## src/rtl/tccp_pkg.sv

```systemverilog
/*
 * tccp_pkg: shared constants and carrier types for the timer
 * capture/compare pair.
 * assumes: one 16-bit counter channel supplies count and mode inputs.
 */
package tccp_pkg;
    // =====================================================
    // widths and reset values
    localparam int          CNT_W      = 16;
    localparam logic [15:0] CC_RESET   = 16'h0000;
    localparam logic [15:0] CNT_ZERO   = 16'h0000;
    localparam logic [15:0] CNT_MAX    = 16'hffff;
    localparam logic [15:0] WORD_LANES = 16'hffff;

    // =====================================================
    // capture/compare control field positions
    localparam int CTL_A_CAPTURE = 0;
    localparam int CTL_A_TRIG    = 1;
    localparam int CTL_B_CAPTURE = 2;
    localparam logic [2:0] CTL_RESET = 3'h0;

    // =====================================================
    // edge codes; 2'h2 is prohibited and never triggers
    typedef enum logic [1:0] {
        TCCP_EDGE_FALL = 2'h0,
        TCCP_EDGE_RISE = 2'h1,
        TCCP_EDGE_BAD  = 2'h2,
        TCCP_EDGE_BOTH = 2'h3
    } tccp_edge_t;

    // =====================================================
    // register write port: a and b target flags, 16 lane enables, data
    typedef struct packed {
        logic        wr_a;
        logic        wr_b;
        logic [15:0] byte_en;
        logic [15:0] data;
    } tccp_wr_t;

    // edge events seen on one trigger input
    typedef struct packed {
        logic rise;
        logic fall;
    } tccp_evt_t;

    // counter state given by the counter channel
    typedef struct packed {
        logic [15:0] count;
        logic        running;
        logic        stop_evt;
    } tccp_cnt_t;

    // turns an edge code and events into a trigger pulse
    function automatic logic edge_hit(input tccp_edge_t code,
                                      input tccp_evt_t  ev);
        logic r;
        r = 1'b0;
        case (code)
            TCCP_EDGE_FALL: r = ev.fall;
            TCCP_EDGE_RISE: r = ev.rise;
            TCCP_EDGE_BOTH: r = ev.rise | ev.fall;
            default:        r = 1'b0;
        endcase
        return r;
    endfunction
endpackage

```

## src/rtl/tccp_edge_det.sv

```systemverilog
/*
 * tccp_edge_det: registers one trigger input and reports its edges.
 * assumes: input already synchronous to i_ref_clk.
 */
`timescale 1ns/10ps
`default_nettype none
module tccp_edge_det (
    input  wire logic           i_ref_clk,
    input  wire logic           i_srst,
    input  wire logic           i_pin,
    output tccp_pkg::tccp_evt_t o_evt
);
    logic prev;
    logic next_prev;

    always_comb begin
        next_prev = i_srst ? 1'b0 : i_pin;
    end

    always_ff @(posedge i_ref_clk) begin
        prev <= next_prev;
    end

    // reset gates the events and clears history to low, so a pin high just after reset shows as a rise
    assign o_evt.rise = ~i_srst & i_pin & ~prev;
    assign o_evt.fall = ~i_srst & ~i_pin & prev;
endmodule // tccp_edge_det
`default_nettype wire

```

## src/rtl/tccp_cc_reg.sv

```systemverilog
/*
 * tccp_cc_reg: one 16-bit capture/compare register with its
 * compare-match pulse.
 * assumes: capture trigger already selected by the parent.
 */
`timescale 1ns/10ps
`default_nettype none
module tccp_cc_reg (
    input  wire logic                i_ref_clk,
    input  wire logic                i_srst,
    input  wire logic                i_capture_mode,
    input  wire logic                i_capture_trig,
    input  wire logic                i_wr,
    input  wire logic [15:0]         i_wdata,
    input  wire tccp_pkg::tccp_cnt_t i_cnt,
    output logic [15:0]              o_value,
    output logic                     o_match
);
    logic [15:0] next_value;
    logic        next_match;
    logic        eq_prev;
    logic        next_eq_prev;
    logic        eq_now;

    assign eq_now = (i_cnt.count == o_value);

    always_comb begin
        next_value   = o_value;
        next_eq_prev = eq_now;
        // a pulse only when equality is first reached, and only in
        // compare mode; a zero value matches on the wrap to zero
        next_match   = ~i_capture_mode & eq_now & ~eq_prev;
        if (i_capture_mode && i_capture_trig) begin
            next_value = i_cnt.count;
        end else if (i_wr) begin
            next_value = i_wdata;
        end
        if (i_srst) begin
            next_value   = tccp_pkg::CC_RESET;
            next_match   = 1'b0;
            next_eq_prev = 1'b1;
        end
    end

    always_ff @(posedge i_ref_clk) begin
        o_value <= next_value;
        o_match <= next_match;
        eq_prev <= next_eq_prev;
    end
endmodule // tccp_cc_reg
`default_nettype wire

```

## src/rtl/tccp_top.sv

```systemverilog
/*
 * tccp_top: capture/compare pair for one 16-bit timer channel.
 * assumes: counter, mode control and edge configuration live outside
 * and arrive as synchronous inputs; cpu writes come as 16-bit words.
 */
// Overview of operation
// - control bit 0 makes register a compare (0) or capture (1) register
// - register a compares with the counter and raises match a on equality
// - in interval timing register a holds the interval length
// - register a in capture mode loads the counter on its trigger
// - primary source for a captures on the opposite edge; both: none
// - secondary source for a captures on its own valid edge
// - control bit 2 makes register b a compare or capture register
// - register b compares with the counter and raises match b
// - register b captures on the primary valid edge, same phase
// - register a takes only 16-bit writes and resets to zero
// - register b takes only 16-bit writes and resets to zero
// - a zero register a matches when the counter wraps to zero
// - a zero register b matches when the counter wraps to zero
// - read colliding with capture of a may be undefined; store is right
// - the same collision behaviour holds for register b
// - register b may change while running only in pattern output mode
// - control bit 1 picks secondary (0) or inverted primary (1) for a
`timescale 1ns/10ps
`default_nettype none
module tccp_top (
    input  wire logic                 i_ref_clk,
    input  wire logic                 i_srst,
    input  wire tccp_pkg::tccp_cnt_t  i_cnt,
    input  wire logic                 i_primary_trigger_in,
    input  wire logic                 i_secondary_trigger_in,
    input  wire tccp_pkg::tccp_edge_t i_primary_edge_sel,
    input  wire tccp_pkg::tccp_edge_t i_secondary_edge_sel,
    input  wire logic                 i_pattern_mode,
    input  wire logic                 i_ctl_wr,
    input  wire logic [2:0]           i_ctl_wdata,
    input  wire tccp_pkg::tccp_wr_t   i_wr,
    output logic [2:0]                o_capcmp_control,
    output logic [15:0]               o_capture_compare_a,
    output logic [15:0]               o_capture_compare_b,
    output logic                      o_match_a_irq,
    output logic                      o_match_b_irq,
    output logic                      o_wr_refused
);
    // =====================================================
    // control register
    logic [2:0] next_ctl;
    logic       next_refused;
    logic       full_word;
    logic       wr_a_ok;
    logic       wr_b_ok;

    assign full_word = (i_wr.byte_en == tccp_pkg::WORD_LANES);
    // while counting a write to a is dropped
    assign wr_a_ok = i_wr.wr_a & full_word & ~i_cnt.running;
    // b may change while counting only in pattern output mode
    assign wr_b_ok = i_wr.wr_b & full_word
                   & (~i_cnt.running | i_pattern_mode);

    always_comb begin
        next_ctl     = i_ctl_wr ? i_ctl_wdata : o_capcmp_control;
        next_refused = (i_wr.wr_a & ~wr_a_ok) | (i_wr.wr_b & ~wr_b_ok);
        if (i_srst) begin
            next_ctl     = tccp_pkg::CTL_RESET;
            next_refused = 1'b0;
        end
    end

    always_ff @(posedge i_ref_clk) begin
        o_capcmp_control <= next_ctl;
        o_wr_refused     <= next_refused;
    end

    // =====================================================
    // trigger edges
    tccp_pkg::tccp_evt_t pri_evt;
    tccp_pkg::tccp_evt_t sec_evt;
    tccp_pkg::tccp_evt_t pri_inv;

    tccp_edge_det u_pri (
        .i_ref_clk (i_ref_clk),
        .i_srst    (i_srst),
        .i_pin     (i_primary_trigger_in),
        .o_evt     (pri_evt)
    );
    tccp_edge_det u_sec (
        .i_ref_clk (i_ref_clk),
        .i_srst    (i_srst),
        .i_pin     (i_secondary_trigger_in),
        .o_evt     (sec_evt)
    );

    // swapping rise and fall gives the inverse phase of the valid edge
    assign pri_inv.rise = pri_evt.fall;
    assign pri_inv.fall = pri_evt.rise;

    logic trig_a;
    logic trig_b;
    logic a_cap;
    logic b_cap;

    assign a_cap = o_capcmp_control[tccp_pkg::CTL_A_CAPTURE];
    assign b_cap = o_capcmp_control[tccp_pkg::CTL_B_CAPTURE];

    always_comb begin
        trig_a = 1'b0;
        if (o_capcmp_control[tccp_pkg::CTL_A_TRIG]) begin
            // both-edges setting yields no capture here
            if (i_primary_edge_sel != tccp_pkg::TCCP_EDGE_BOTH) begin
                trig_a = tccp_pkg::edge_hit(i_primary_edge_sel,
                                            pri_inv);
            end
        end else begin
            trig_a = tccp_pkg::edge_hit(i_secondary_edge_sel,
                                        sec_evt);
        end
        trig_b = tccp_pkg::edge_hit(i_primary_edge_sel, pri_evt);
    end

    // =====================================================
    // the two registers
    // capture wins over a write in the same cycle, so the
    // stored value is always the captured count
    tccp_cc_reg u_reg_a (
        .i_ref_clk      (i_ref_clk),
        .i_srst         (i_srst),
        .i_capture_mode (a_cap),
        .i_capture_trig (trig_a),
        .i_wr           (wr_a_ok),
        .i_wdata        (i_wr.data),
        .i_cnt          (i_cnt),
        .o_value        (o_capture_compare_a),
        .o_match        (o_match_a_irq)
    );
    tccp_cc_reg u_reg_b (
        .i_ref_clk      (i_ref_clk),
        .i_srst         (i_srst),
        .i_capture_mode (b_cap),
        .i_capture_trig (trig_b),
        .i_wr           (wr_b_ok),
        .i_wdata        (i_wr.data),
        .i_cnt          (i_cnt),
        .o_value        (o_capture_compare_b),
        .o_match        (o_match_b_irq)
    );
endmodule // tccp_top
`default_nettype wire

```

## config.mk

```make
export PLATFORM = sky130hd
export DESIGN_NAME = tccp_top
export DESIGN_NICKNAME = d
export VERILOG_FILES = /design/src/rtl/tccp_pkg.sv /design/src/rtl/tccp_edge_det.sv /design/src/rtl/tccp_cc_reg.sv /design/src/rtl/tccp_top.sv
export SDC_FILE = /design/constraint.sdc
export NUM_CORES = 1
export LEC_CHECK = 0
export ABC_AREA = 1
export BUFFER_PORTS_ARGS = -buffer_cell sky130_fd_sc_hd__buf_4
export CORE_MARGIN = 1
export CORE_UTILIZATION = 44
export DETAILED_ROUTE_END_ITERATION = 7
export PLACE_DENSITY = 0.74
export SKIP_LAST_GASP = 1
export SYNTH_ARGS = -nofsm -noshare
export SYNTH_HDL_FRONTEND = slang
export SYNTH_SLANG_ARGS = --single-unit
```

## constraint.sdc

```tcl
create_clock -name i_ref_clk -period 1.3 [get_ports i_ref_clk]
set_input_delay 0.065 -clock i_ref_clk [delete_from_list [all_inputs] [get_ports i_ref_clk]]
set_output_delay 0.065 -clock i_ref_clk [all_outputs]
set_load 0.02 [all_outputs]
```

==> results by group <==
Die
  • Die ar.: between 6000 and 7000 um2
  • # rows: 27
  • Core area: around 5600 um2
  • Die height: around 80 um
  • Starting density of the core: 0.4660
  • I/O pin cnt: 103
  • Die W: slightly below 80 um

Final layout
  • Share of cells above drive strength 1: 0.3185
  • Synthesis-to-layout area growth: 40.60%
  • Final Cell Area: between 3000 and 4000 um2
  • Diodes inserted: 0
  • Non-filler cells, final: roughly 570
  • Final #Nets: approximately 560

Status
  • Status: finished, violations left
  • Violations in the final reports: negative setup slack

Place
  • Placed insts: 555
  • Input/output buffers: between 100 and 150
  • Placer Congestion: a little under 0.8
  • DP Wirelength: about 5500 um
  • Post-DP Area: 3500 um2

Clock network
  • Postcts setup bufs: 0
  • CTS buffer count: 5
  • Clock buffer depth: 2
  • Clock Sinks: 42
  • Skew-Pair Late Insertion Delay: roughly 0.29 ns
  • Clock slew at reported path FFs: 0.07 ns
  • CTS tree: yes
  • Clk root buf: clkbuf_8
  • H-tree levels: 2

Global routing
  • First-pass GRT wire length: ~12000 um
  • Vias in the first global route: approximately 2600
  • Largest net degree at the start of global routing: 38
  • GRT Total Usage: 0.2455
  • GR Overflow Total: 0
  • Initial antenna violation count: 0

Yosys
  • Most common library cells after synthesis: nand2_1, nor2_1, dfxtp_1, inv_1, o21ai_0
  • FFs w/ async S/R, synth: 0
  • Register area share after synthesis: 0.3198
  • Synth Warn #: 0
  • Top_reg_cell synth: dfxtp_1
  • Synth area leaders: dfxtp_1, nand2_1, nor2_1
  • #FFs+latches synth: 42
  • Mapped Area: approximately 2600 um2
  • Count of cell types in the netlist: 30
  • Most common cell in the netlist: nand2_1
  • Synth area leader: dfxtp_1
  • EDFF count, synth: 0
  • Syn_nets: 453
  • Share of the synthesized area in the top cell type: 0.3198
  • Average size of a mapped cell: 6.775 um2
  • Cells after Synth: 388

Timing
  • Skew final: 0.005540 ns
  • Final period util: 1.009
  • Hold_ws: 0.004718 ns
  • Worst Max-Slew Pin Slew: ~0.39 ns
  • Endpoints failing setup: 1
  • Final Slew Violations: 0
  • Final Hold Fails: 0
  • Minimum clock period: roughly 1.3 ns
  • Worst setup margin: -0.01121 ns
  • RSZ-0062 raised after global routing: true
  • Total Neg Setup Slack: -0.01121 ns
  • Fmax: approximately 760 MHz
  • Slew headroom: 0.7432

Route
  • Final wirelength: ~8000 um
  • Post-route ant nets: 0
  • Residual DRC: 0
  • DR iter-0 viols: about 190
  • Initial DRT Pass Iterations: 4
  • Vias/cell: roughly 5.2
  • Vias post-DR: 2926
  • Wire per inst: 13.79 um

Worst setup path
  • Setup CP Type: register to register
  • WP data arrival: 1.50 ns
  • Data required, critical path: between 1 and 1.5 ns
  • Worst Setup End Kind: register
  • Worst Setup Start Kind: register
  • CP Max Fanout: 16

Power
  • Leakage power: 0.001766 uW
  • Power Dens Cells: just under 800 nW/um2
  • Worst ir drop on vdd: 0.4422 mV

Worst hold path
  • HP Class: input port to register

Flow run
  • Max-cap viol count: 0
layout make-up:
cell class,instances,area [um2]
Fill cell,497,1946
Multi-Input combinational cell,283,1577
Timing Repair Buffer,118,947.2
Sequential cell,42,844.6
Inverter,43,161.4
Tap cell,72,90.09
Clock buffer,7,76.32
layout by cell type (no fill, tap or decap), types with 13 or more instances in the layout:
| master | n |
|---|---|
| nand4_1 | 20 |
| buf_4 | 112 |
| o21ai_0 | 21 |
| dfxtp_1 | 39 |
| xnor2_1 | 17 |
| nor3_1 | 17 |
| nor2_1 | 50 |
| o21ai_1 | 13 |
| nand3_1 | 13 |
| nand2_1 | 68 |
| inv_1 | 41 |
final timing paths:
kind	cells after the start	startpoint	slack [ns]	endpoint
setup / recovery	10	u_sec.prev$_SDFF_PP0_	-0.01	u_reg_a.o_value[7]$_SDFFE_PP0P_
hold / removal	3	i_ctl_wdata[1]	0.005	o_capcmp_control[1]$_SDFFE_PP0P_
setup reg to reg	10	u_sec.prev$_SDFF_PP0_	-0.01	u_reg_a.o_value[7]$_SDFFE_PP0P_
hold reg to reg	2	u_reg_b.eq_prev$_SDFF_PP1_	0.46	u_reg_b.o_match$_SDFF_PP0_
routing by layer:
layer	global-route usage	vias to the layer above	routed length, um
li1	-	1472	-
met1	0.3088	1337	3255
met2	0.4267	110	3848
met3	0.04368	7	608
met4	0.06727	0	76
met5	0	-	0
worst max-delay path, cell delays in order, from the launching register on:
cell and delay, ns:
dfxtp_2 0.32, inv_2 0.04, nor3_2 0.09, nand2_1 0.12, nand2_4 0.11, nand3_4 0.11
buf_12 0.18, o21ai_1 0.09, nand2_1 0.07, inv_1 0.05, nor2_1 0.03
power by group:
| part | total [uW] | switching [uW] | internal, uW | leakage, uW |
|---|---|---|---|---|
| combinational | 723 | 370 | 353 | 0.00138 |
| sequential | 1380 | 43.7 | 1340 | 0.000343 |
| clock | 784 | 414 | 370 | 0.0000383 |
timing repair:
item,4_1_cts,5_1_grt
endpoints found under the hold margin,1,0
endpoints found under the setup margin,0,34
resized for setup,0,20
hold buffers,1,0
through the flow:
step / worst slack [ns] / power [uW] / util
4_1_cts: 0.01139 / 2876 / 0.6356
3_5_place_dp: 0.01793 / 2095 / 0.6203
6_report: -0.01121 / 2887 / 0.6551
3_3_place_gp: 0.04800 / 2084 / 0.6203
2_1_floorplan: 0.06251 / 1762 / -
5_1_grt: -0.08194 / 3047 / 0.6551
flip-flops by register name, summed over array words and instances (netlist names):
register	cells
u_reg_a.o_value	16
u_reg_b.o_value	16
o_capcmp_control	3
o_wr_refused	1
u_pri.prev	1
u_reg_a.eq_prev	1
u_reg_a.o_match	1
u_reg_b.eq_prev	1
u_reg_b.o_match	1
u_sec.prev	1
kinds of logic after synthesis:
| family | synth area share |
|---|---|
| flops | 0.3198 |
| simple gates | 0.4074 |
| buf+inv | 0.1071 |
| compound gates | 0.09900 |
| xor+xnor | 0.06664 |
No activity file was read; power rests on OpenSTA's default activity.
